File: src/dapc_map.vh
// Constants for the dual converter control-pin decoder.
`ifndef DAPC_MAP_VH
`define DAPC_MAP_VH
`define DAPC_CLK_HZ 20000000
`define DAPC_CAL_LOW_CYC 80
`define DAPC_CAL_HIGH_CYC 80
`define DAPC_CALIBRATION_ACTIVE_CYC 16
`define DAPC_RANGE_SMALL_MV 650
`define DAPC_RANGE_LARGE_MV 870
`define DAPC_REG_CTRL 32'h00000000
`define DAPC_REG_STATUS 32'h00000004
`define DAPC_REG_IRQ_STAT 32'h00000008
`define DAPC_REG_IRQ_MASK 32'h0000000C
`define DAPC_REG_CONFIG 32'h00000010
`define DAPC_CTRL_INTERLEAVE 0
`define DAPC_CTRL_RESET 8'h00
`define DAPC_ST_EXT 0
`define DAPC_ST_RANGE 1
`define DAPC_ST_SWING 2
`define DAPC_ST_EDGE 3
`define DAPC_ST_DDR 4
`define DAPC_ST_PWR_DN 5
`define DAPC_ST_Q_DN 6
`define DAPC_ST_CAL 7
`define DAPC_IRQ_CAL_DONE 0
`define DAPC_IRQ_CLK_SYNC 1
`define DAPC_IRQ_CFG_WORD 2
`define DAPC_IRQ_WIDTH 3
`define DAPC_IRQ_RESET 3'h0
`define DAPC_CFG_BITS 16
`endif

File: src/dapc_sync.v
// Two-stage synchroniser for a group of control pins.
`timescale 1ns/1ns
module dapc_sync #(
    parameter W = 1
) (
    input wire clk_i,
    input wire rst_i,
    input wire [W-1:0] d_i,
    output reg [W-1:0] q_o
);
    reg [W-1:0] meta;
    always @(posedge clk_i)
    begin
        if (rst_i)
        begin
            meta <= {W{1'b0}};
            q_o <= {W{1'b0}};
        end
        else
        begin
            meta <= d_i;
            q_o <= meta;
        end
    end
endmodule

File: src/dapc_top.v
// Control-pin decoder, sample demultiplexer and register slave of a dual 8-bit converter.
// Function
// - Calibration starts only after trigger low 80 cycles then high 80 cycles.
// - Outside extended mode, range pin low gives small range, high large.
// - Range pin at mid level enters extended mode; serial registers govern configuration.
// - Outside extended mode, swing pin high normal swing, low reduced swing.
// - In extended mode the swing pin is the serial interface clock.
// - Outside extended mode, edge pin logic level picks output clock edge.
// - Edge pin at mid level selects double data rate output clocking.
// - In extended mode the edge pin is the serial data input.
// - Positive pulse on clock sync reset restarts the output clock divider.
// - While power-down pin high, the whole device is powered down.
// - While Q power-down pin high, only Q channel stops outside interleave mode; I keeps converting.
// - Each channel demultiplexes one-to-two onto two buses at half rate.
// - Each sample is an 8-bit offset binary word.
// - Interleave mode samples one input on both converters, so both channels carry the same samples.
// - Calibration-active output is high exactly while calibration runs.
// - In extended mode, delay pin is serial chip select; delay defaults short.
// - Samples are taken on the falling edge of the input clock's positive leg.
`timescale 1ns/1ns
`include "dapc_map.vh"
module dapc_top (
    input wire CORE_CLK_I,
    input wire RST_I,
    input wire [31:0] ADR_I,
    input wire [31:0] DAT_I,
    input wire [3:0] SEL_I,
    input wire WE_I,
    input wire CYC_I,
    input wire STB_I,
    output reg [31:0] DAT_O,
    output reg ACK_O,
    output reg INT_O,
    input wire INPUT_RANGE_SELECT_HI_I,
    input wire INPUT_RANGE_SELECT_MID_I,
    input wire OUTPUT_SWING_SELECT_I,
    input wire OUTPUT_EDGE_SELECT_HI_I,
    input wire OUTPUT_EDGE_SELECT_MID_I,
    input wire CALIBRATION_DELAY_SELECT_I,
    input wire CALIBRATION_TRIGGER_I,
    input wire OUTPUT_CLOCK_SYNC_RESET_I,
    input wire DEVICE_POWER_DOWN_I,
    input wire Q_CHANNEL_POWER_DOWN_I,
    input wire [7:0] I_SAMPLE_I,
    input wire [7:0] Q_SAMPLE_I,
    input wire SAMPLE_STROBE_I,
    output reg CALIBRATION_ACTIVE_O,
    output reg OUTPUT_DATA_CLOCK_O,
    output reg [7:0] I_BUS_A_O,
    output reg [7:0] I_BUS_B_O,
    output reg [7:0] Q_BUS_A_O,
    output reg [7:0] Q_BUS_B_O,
    output reg RANGE_LARGE_O,
    output reg SWING_NORMAL_O,
    output reg EDGE_RISING_O,
    output reg DDR_MODE_O,
    output reg EXTENDED_CONTROL_ENABLE_O,
    output reg DEVICE_POWERED_DOWN_O,
    output reg Q_POWERED_DOWN_O
);
    localparam CAL_IDLE = 2'b00;
    localparam CAL_LOW = 2'b01;
    localparam CAL_HIGH = 2'b10;
    localparam CAL_RUN = 2'b11;

    wire [9:0] pins;
    reg [7:0] ctrl;
    reg [`DAPC_IRQ_WIDTH-1:0] irq_stat;
    reg [`DAPC_IRQ_WIDTH-1:0] irq_mask;
    reg [1:0] cal_state;
    reg [7:0] cal_cnt;
    reg sclk_d;
    reg osr_d;
    reg [15:0] cfg_shift;
    reg [15:0] cfg_word;
    reg [4:0] cfg_cnt;
    reg demux_phase;
    reg [7:0] i_hold;
    reg [7:0] q_hold;
    reg [7:0] next_dat;
    reg [`DAPC_IRQ_WIDTH-1:0] ev;
    wire ext;
    wire pwr_dn;
    wire q_dn;
    wire range_s;
    wire range_m;
    wire swing;
    wire edge_h;
    wire edge_m;
    wire dly;
    wire trig;
    wire osr;
    wire bus_req;

    // Raw pins are asynchronous to the core clock.
    dapc_sync #(.W(10)) u_sync (
        .clk_i(CORE_CLK_I),
        .rst_i(RST_I),
        .d_i({INPUT_RANGE_SELECT_HI_I, INPUT_RANGE_SELECT_MID_I, OUTPUT_SWING_SELECT_I,
              OUTPUT_EDGE_SELECT_HI_I, OUTPUT_EDGE_SELECT_MID_I, CALIBRATION_DELAY_SELECT_I,
              CALIBRATION_TRIGGER_I, OUTPUT_CLOCK_SYNC_RESET_I, DEVICE_POWER_DOWN_I,
              Q_CHANNEL_POWER_DOWN_I}),
        .q_o(pins)
    );
    assign range_s = pins[9];
    assign range_m = pins[8];
    assign swing = pins[7];
    assign edge_h = pins[6];
    assign edge_m = pins[5];
    assign dly = pins[4];
    assign trig = pins[3];
    assign osr = pins[2];
    assign pwr_dn = pins[1];
    assign q_dn = pins[0];
    assign ext = range_m;
    assign bus_req = CYC_I & STB_I & ~ACK_O;

    function [31:0] word_addr;
        input [31:0] a;
        begin
            word_addr = {a[31:2], 2'b00};
        end
    endfunction

    // Pin decode into mode outputs.
    always @(posedge CORE_CLK_I)
    begin
        if (RST_I)
        begin
            RANGE_LARGE_O <= 1'b0;
            SWING_NORMAL_O <= 1'b1;
            EDGE_RISING_O <= 1'b0;
            DDR_MODE_O <= 1'b0;
            EXTENDED_CONTROL_ENABLE_O <= 1'b0;
            DEVICE_POWERED_DOWN_O <= 1'b0;
            Q_POWERED_DOWN_O <= 1'b0;
        end
        else
        begin
            EXTENDED_CONTROL_ENABLE_O <= ext;
            if (!ext)
            begin
                RANGE_LARGE_O <= range_s;
                SWING_NORMAL_O <= swing;
                if (!edge_m)
                    EDGE_RISING_O <= edge_h;
                DDR_MODE_O <= edge_m;
            end
            else
            begin
                // Serial words rule here: low bits of the last word set the modes.
                RANGE_LARGE_O <= cfg_word[0];
                SWING_NORMAL_O <= cfg_word[1];
                EDGE_RISING_O <= cfg_word[2];
                DDR_MODE_O <= cfg_word[3];
            end
            DEVICE_POWERED_DOWN_O <= pwr_dn;
            Q_POWERED_DOWN_O <= pwr_dn | q_dn;
        end
    end

    // Serial port in extended mode; the clock detector idles high so a frame cannot open on a false edge.
    always @(posedge CORE_CLK_I)
    begin
        if (RST_I)
        begin
            sclk_d <= 1'b1;
            cfg_shift <= 16'h0000;
            cfg_word <= 16'h0003;
            cfg_cnt <= 5'h00;
        end
        else
        begin
            sclk_d <= (ext && dly) ? swing : 1'b1;
            if (!ext || !dly)
                cfg_cnt <= 5'h00;
            else if (swing && !sclk_d)
            begin
                cfg_shift <= {cfg_shift[14:0], edge_h};
                if (cfg_cnt == `DAPC_CFG_BITS - 1)
                begin
                    cfg_word <= {cfg_shift[14:0], edge_h};
                    cfg_cnt <= 5'h00;
                end
                else
                    cfg_cnt <= cfg_cnt + 5'h01;
            end
        end
    end

    // Calibration trigger: a long low followed by a long high starts the sequence.
    always @(posedge CORE_CLK_I)
    begin
        if (RST_I)
        begin
            cal_state <= CAL_IDLE;
            cal_cnt <= 8'h00;
            CALIBRATION_ACTIVE_O <= 1'b0;
        end
        else
        begin
            case (cal_state)
                CAL_IDLE:
                begin
                    cal_cnt <= 8'h00;
                    if (!trig && !pwr_dn)
                        cal_state <= CAL_LOW;
                end
                CAL_LOW:
                begin
                    if (trig)
                    begin
                        cal_state <= (cal_cnt >= `DAPC_CAL_LOW_CYC) ? CAL_HIGH : CAL_IDLE;
                        cal_cnt <= 8'h01;
                    end
                    else if (cal_cnt < `DAPC_CAL_LOW_CYC)
                        cal_cnt <= cal_cnt + 8'h01;
                end
                CAL_HIGH:
                begin
                    if (!trig)
                    begin
                        cal_state <= CAL_LOW;
                        cal_cnt <= 8'h01;
                    end
                    else if (cal_cnt == `DAPC_CAL_HIGH_CYC - 1)
                    begin
                        cal_state <= CAL_RUN;
                        cal_cnt <= 8'h00;
                        CALIBRATION_ACTIVE_O <= 1'b1;
                    end
                    else
                        cal_cnt <= cal_cnt + 8'h01;
                end
                CAL_RUN:
                begin
                    // Short delay only: a long power-up delay is not modelled.
                    if (cal_cnt == `DAPC_CALIBRATION_ACTIVE_CYC - 1)
                    begin
                        cal_state <= CAL_IDLE;
                        CALIBRATION_ACTIVE_O <= 1'b0;
                    end
                    else
                        cal_cnt <= cal_cnt + 8'h01;
                end
                default:
                    cal_state <= CAL_IDLE;
            endcase
        end
    end

    // Sample path: each strobe is a falling edge of the input clock's positive leg.
    always @(posedge CORE_CLK_I)
    begin
        if (RST_I)
        begin
            osr_d <= 1'b0;
            demux_phase <= 1'b0;
            i_hold <= 8'h00;
            q_hold <= 8'h00;
            I_BUS_A_O <= 8'h00;
            I_BUS_B_O <= 8'h00;
            Q_BUS_A_O <= 8'h00;
            Q_BUS_B_O <= 8'h00;
            OUTPUT_DATA_CLOCK_O <= 1'b0;
        end
        else
        begin
            osr_d <= osr;
            if (osr && !osr_d)
            begin
                demux_phase <= 1'b0;
                OUTPUT_DATA_CLOCK_O <= 1'b0;
            end
            else if (SAMPLE_STROBE_I && !pwr_dn && !CALIBRATION_ACTIVE_O)
            begin
                demux_phase <= ~demux_phase;
                if (!demux_phase)
                begin
                    i_hold <= I_SAMPLE_I;
                    q_hold <= ctrl[`DAPC_CTRL_INTERLEAVE] ? I_SAMPLE_I : Q_SAMPLE_I;
                end
                else
                begin
                    // Both buses of a channel update together at half the sample rate.
                    I_BUS_A_O <= i_hold;
                    I_BUS_B_O <= I_SAMPLE_I;
                    if (ctrl[`DAPC_CTRL_INTERLEAVE])
                    begin
                        Q_BUS_A_O <= q_hold;
                        Q_BUS_B_O <= I_SAMPLE_I;
                    end
                    else if (!q_dn)
                    begin
                        Q_BUS_A_O <= q_hold;
                        Q_BUS_B_O <= Q_SAMPLE_I;
                    end
                    OUTPUT_DATA_CLOCK_O <= ~OUTPUT_DATA_CLOCK_O;
                end
            end
        end
    end

    // Wishbone read mux.
    always @*
    begin
        next_dat = 8'h00;
        case (word_addr(ADR_I))
            `DAPC_REG_CTRL: next_dat = ctrl;
            `DAPC_REG_STATUS: next_dat = {CALIBRATION_ACTIVE_O, Q_POWERED_DOWN_O, DEVICE_POWERED_DOWN_O,
                                          DDR_MODE_O, EDGE_RISING_O, SWING_NORMAL_O, RANGE_LARGE_O,
                                          EXTENDED_CONTROL_ENABLE_O};
            `DAPC_REG_IRQ_STAT: next_dat = {5'h00, irq_stat};
            `DAPC_REG_IRQ_MASK: next_dat = {5'h00, irq_mask};
            default: next_dat = 8'h00;
        endcase
    end

    always @*
    begin
        ev = 3'h0;
        ev[`DAPC_IRQ_CAL_DONE] = (cal_state == CAL_RUN) && (cal_cnt == `DAPC_CALIBRATION_ACTIVE_CYC - 1);
        ev[`DAPC_IRQ_CLK_SYNC] = osr && !osr_d;
        ev[`DAPC_IRQ_CFG_WORD] = ext && dly && swing && !sclk_d && (cfg_cnt == `DAPC_CFG_BITS - 1);
    end

    // Wishbone slave: one wait cycle, ack for one cycle, unmapped reads give zero.
    always @(posedge CORE_CLK_I)
    begin
        if (RST_I)
        begin
            ACK_O <= 1'b0;
            DAT_O <= 32'h00000000;
            ctrl <= `DAPC_CTRL_RESET;
            irq_stat <= `DAPC_IRQ_RESET;
            irq_mask <= `DAPC_IRQ_RESET;
            INT_O <= 1'b0;
        end
        else
        begin
            ACK_O <= bus_req;
            DAT_O <= bus_req && !WE_I ? {24'h000000, next_dat} : 32'h00000000;
            if (bus_req && WE_I && SEL_I[0])
            begin
                if (word_addr(ADR_I) == `DAPC_REG_CTRL)
                    ctrl <= DAT_I[7:0];
                if (word_addr(ADR_I) == `DAPC_REG_IRQ_MASK)
                    irq_mask <= DAT_I[2:0];
            end
            // A new event wins over a write-one-to-clear in the same cycle.
            if (bus_req && WE_I && SEL_I[0] && word_addr(ADR_I) == `DAPC_REG_IRQ_STAT)
                irq_stat <= (irq_stat & ~DAT_I[2:0]) | ev;
            else
                irq_stat <= irq_stat | ev;
            INT_O <= |(irq_stat & irq_mask);
        end
    end
endmodule

File: config.mk
export PLATFORM = sky130hd
export DESIGN_NAME = dapc_top
export DESIGN_NICKNAME = d
export VERILOG_FILES = /design/src/dapc_sync.v /design/src/dapc_top.v
export VERILOG_INCLUDE_DIRS = /design/src
export SDC_FILE = /design/constraint.sdc
export NUM_CORES = 1
export LEC_CHECK = 0
export ABC_AREA = 1
export BUFFER_PORTS_ARGS = -buffer_cell sky130_fd_sc_hd__buf_4
export CAP_MARGIN = 10
export CELL_PAD_IN_SITES_DETAIL_PLACEMENT = 1
export CELL_PAD_IN_SITES_GLOBAL_PLACEMENT = 2
export CORE_UTILIZATION = 29
export DETAILED_ROUTE_END_ITERATION = 12
export GPL_TIMING_DRIVEN = 0
export PLACE_DENSITY_LB_ADDON = 0.1
export SLEW_MARGIN = 20
export SYNTH_ARGS = -nofsm -noshare
export SYNTH_HDL_FRONTEND = slang
export SYNTH_HIERARCHICAL = 1
export SYNTH_SLANG_ARGS = --single-unit
File: constraint.sdc
create_clock -name CORE_CLK_I -period 2.7 [get_ports CORE_CLK_I]
set_input_delay 0 -clock CORE_CLK_I [delete_from_list [all_inputs] [get_ports CORE_CLK_I]]
set_output_delay 0 -clock CORE_CLK_I [all_outputs]
set_load 0.05 [all_outputs]
==> metrics.md <==
| Metric | Value |
|---|---|
| Hold crit path type | `in -> reg` |
| Synth unique cells | `36` |
| Area grow syn2layout | `41.93%` |
| Tcrit/Tclk final | `67.21%` |
| Hold_buf cts | `36` |
| Iteration-0 DRC Markers | `184` |
| Largest cells by area after synthesis | `dfxtp_1 48%, nor2_1 12%, nand2_1 11%` |
| Post-Synthesis Cells | `732` |
| DR vias/cell | `4.369` |
| Die H | `approximately 140 um` |
| Sequential power share | `40.9%` |
| Yosys reg bits | `126` |
| GPL Wtd Cong | `about 0.8` |
| Core ar. | `17900 um2` |
| Worst setup SP type | `flop` |
| Input/output buffers | `120` |
| FILL cells | `roughly 2200` |
| Setup TNS | `0 ns` |
| Seq/Total Area, Yosys | `between 40 and 50%` |
| Psw | `1.302 mW` |
| Max-slew headroom | `between 50% and 60%` |
| Clock share of power | `~46%` |
| Final Slew Violations | `0` |
| Tot GR Track Use | `18.16%` |
| Top cell type's share of synthesized area | `47.70%` |
| Combinational power share | `13.1%` |
| Layout net count | `1033` |
| DR vias | `5120` |
| Switching Share | `26.78%` |
| Layout cells sized above 1 | `22.06%` |
| FP Rows | `49` |
| Initial antenna violation count | `0` |
| Post-Syn Area | `about 5300 um2` |
| Worst Skew | `0.01114 ns` |
| RSZ-0062 raised after global routing | `false` |
| ANT cells | `0` |
| Root buf cell | `clkbuf_16` |
| Synth cell count leaders | `163 x nor2_1, 156 x nand2_1, 126 x dfxtp_1` |
| Residual DRC | `0` |
| Vias in the first global route | `around 5200` |
| Final ANT Viol Nets | `0` |
| Resize count post-CTS | `0` |
| Routed WL per cell | `13.81 um` |
| Clock Latency Late Sink | `0.42 ns` |
| Min Hold Slack | `between 0.04 and 0.05 ns` |
| Lkg Pwr | `3.377 nW` |
| Boundary pin count | `about 180` |
| Clock sinks | `126` |
| CP Capture Type | `flop` |
| CTS buffer count | `17` |
| Worst Tran Pin Value | `~0.65 ns` |
| First-pass GRT wire length | `between 20000 and 30000 um` |
| Clock Tree Buf Depth | `2` |
| Post-CTS Setup Bufs | `0` |
| Pin count of the biggest net entering global routing | `17` |
| CTS clk-pin slew, worst paths | `0.06 ns` |
| Fin. Hold Viols | `0` |
| Cell taking the most area after synthesis | `dfxtp_1` |
| Post-synth ARST share | `0%` |
| Worst Path Required | `3.01 ns` |
| Status | `finished clean` |
| Total gr overflow | `0` |
| Finish-stage setup viols | `0` |
| Cell internal pwr | `3.559 mW` |
| Crit path max fanout | `10` |
| Hpwl dp | `around 12000 um` |
| Syn_area_per_cell | `7.223 um2` |
| TritonCTS clock tree | `yes` |
| Worst vdd ir | `0.4411 mV` |
| Tmin final | `1.815 ns` |
| Kind of critical path | `reg -> reg` |
| Fmax | `between 500 and 600 MHz` |
| Post-synth top flop | `dfxtp_1` |
| Die area | `18780 um2` |
| Pre-Repair DR Iteration Count | `4` |
| Power Dens Cells | `about 650 nW/um2` |
| Maximum Capacitance Violations | `0` |
| Synth warnings | `6` |
| Post-synth EDFFs | `0` |
| Chip Width | `137.0 um` |
| Most frequent cell after synthesis | `nor2_1` |
| DRT Wirelength | `~16000 um` |
| Crit path DAT | `roughly 2.1 ns` |
| H-tree level count | `4` |
| Initial Util | `29.54%` |
[stage by stage]
stage	setup slack [ns]	std cells	power, mW	area, um2	util, %
after floorplan	1.175	755	2.406	5374	-
after global placement	0.9126	1104	2.609	6561	36.65
after detailed placement	0.8654	1104	2.624	6561	36.65
after CTS	0.8260	1172	4.923	7505	41.92
after global routing	0.7028	1172	5.072	7505	41.92
final	0.8853	1172	4.861	7505	41.92
[power groups by stage]
stage               combinational, mW  sequential, mW  clock [mW]
finish                          0.636            1.99        2.24
global placement                0.583            2.03           0
floorplan                       0.290            2.12           0
global route                    0.695            2.00        2.38
CTS                             0.640            1.99        2.29
detailed placement              0.594            2.03           0
[final timing paths]
check | end | cells after the start | slack (ns) | start
worst max-delay path | Q_BUS_A_O[5]$_SDFFE_PP0P_ | 9 | 0.89 | u_sync/q_o[1]$_SDFF_PP0_
worst min-delay path | Q_BUS_B_O[0]$_SDFFE_PP0P_ | 5 | 0.05 | Q_SAMPLE_I[0]
worst max register to register | Q_BUS_A_O[5]$_SDFFE_PP0P_ | 9 | 0.89 | u_sync/q_o[1]$_SDFF_PP0_
worst min register to register | u_sync/q_o[1]$_SDFF_PP0_ | 2 | 0.40 | u_sync/meta[1]$_SDFF_PP0_
[placed cells by master (no fill, tap or decap), types with 2 or more instances in the layout]
| cell | n |
|---|---|
| conb_1 | 24 |
| inv_2 | 4 |
| buf_2 | 5 |
| dlygate4sd3_1 | 36 |
| nor2_2 | 5 |
| clkinvlp_4 | 4 |
| buf_6 | 3 |
| ha_1 | 3 |
| or2_1 | 3 |
| clkinv_4 | 3 |
| a21oi_1 | 38 |
| nor3b_1 | 2 |
| nor2_1 | 163 |
| dfxtp_1 | 126 |
| nand3_1 | 41 |
| inv_1 | 62 |
| clkbuf_16 | 17 |
| nand2_2 | 2 |
| clkbuf_1 | 14 |
| nor3_1 | 3 |
| buf_4 | 145 |
| nand4_1 | 3 |
| o21ai_0 | 53 |
| nor2_4 | 6 |
| nand2_1 | 156 |
| clkinv_2 | 3 |
| bufinv_16 | 2 |
[layer usage]
layer,vias up,track usage (%),part of all wire (%)
met1,2379,22.35,47
met2,88,31.43,48
li1,2638,-,-
met4,0,6.349,1.3
met3,15,3.407,3.1
met5,-,0,0
[area by class of cell]
type                       instances  area, um2  area share (%)
buffer                            46      295.3           3.935
clock buffer                      19      442.9           5.902
sequential                       126       2522           33.61
tap                              229      286.5           3.818
timing repair buffer             156       1261           16.81
multi-input combinational        516       2305           30.71
inverter                          67      251.5           3.351
clock inverter                    13      140.1           1.867
[critical path, cell delays in order (launching register included)]
cell     delay [ns]
dfxtp_1        0.35
inv_2          0.08
nand2_1        0.10
nor2_4         0.16
nand3_4        0.17
a21oi_4        0.30
inv_2          0.12
buf_2          0.21
nor2_1         0.14
nor2_1         0.08
[sequential cells by signal, indices dropped and copies added, names as in the netlist, 5 cells and up]
signal,count
DAT_O,8
I_BUS_A_O,8
I_BUS_B_O,8
Q_BUS_A_O,8
Q_BUS_B_O,8
cal_cnt,8
cfg_cnt,5
ctrl,8
i_hold,8
q_hold,8
u_sync/meta,10
u_sync/q_o,10
[logic make-up after synthesis]
logic type | share of synthesized area [%]
and+or+nand+nor | 31.76
other | 0.07092
buffers and inverters | 10.34
DFF | 47.70
AOI/OAI and AO/OA | 9.418
adders and majority gates | 0.7100
No activity file was read; power rests on OpenSTA's default activity.
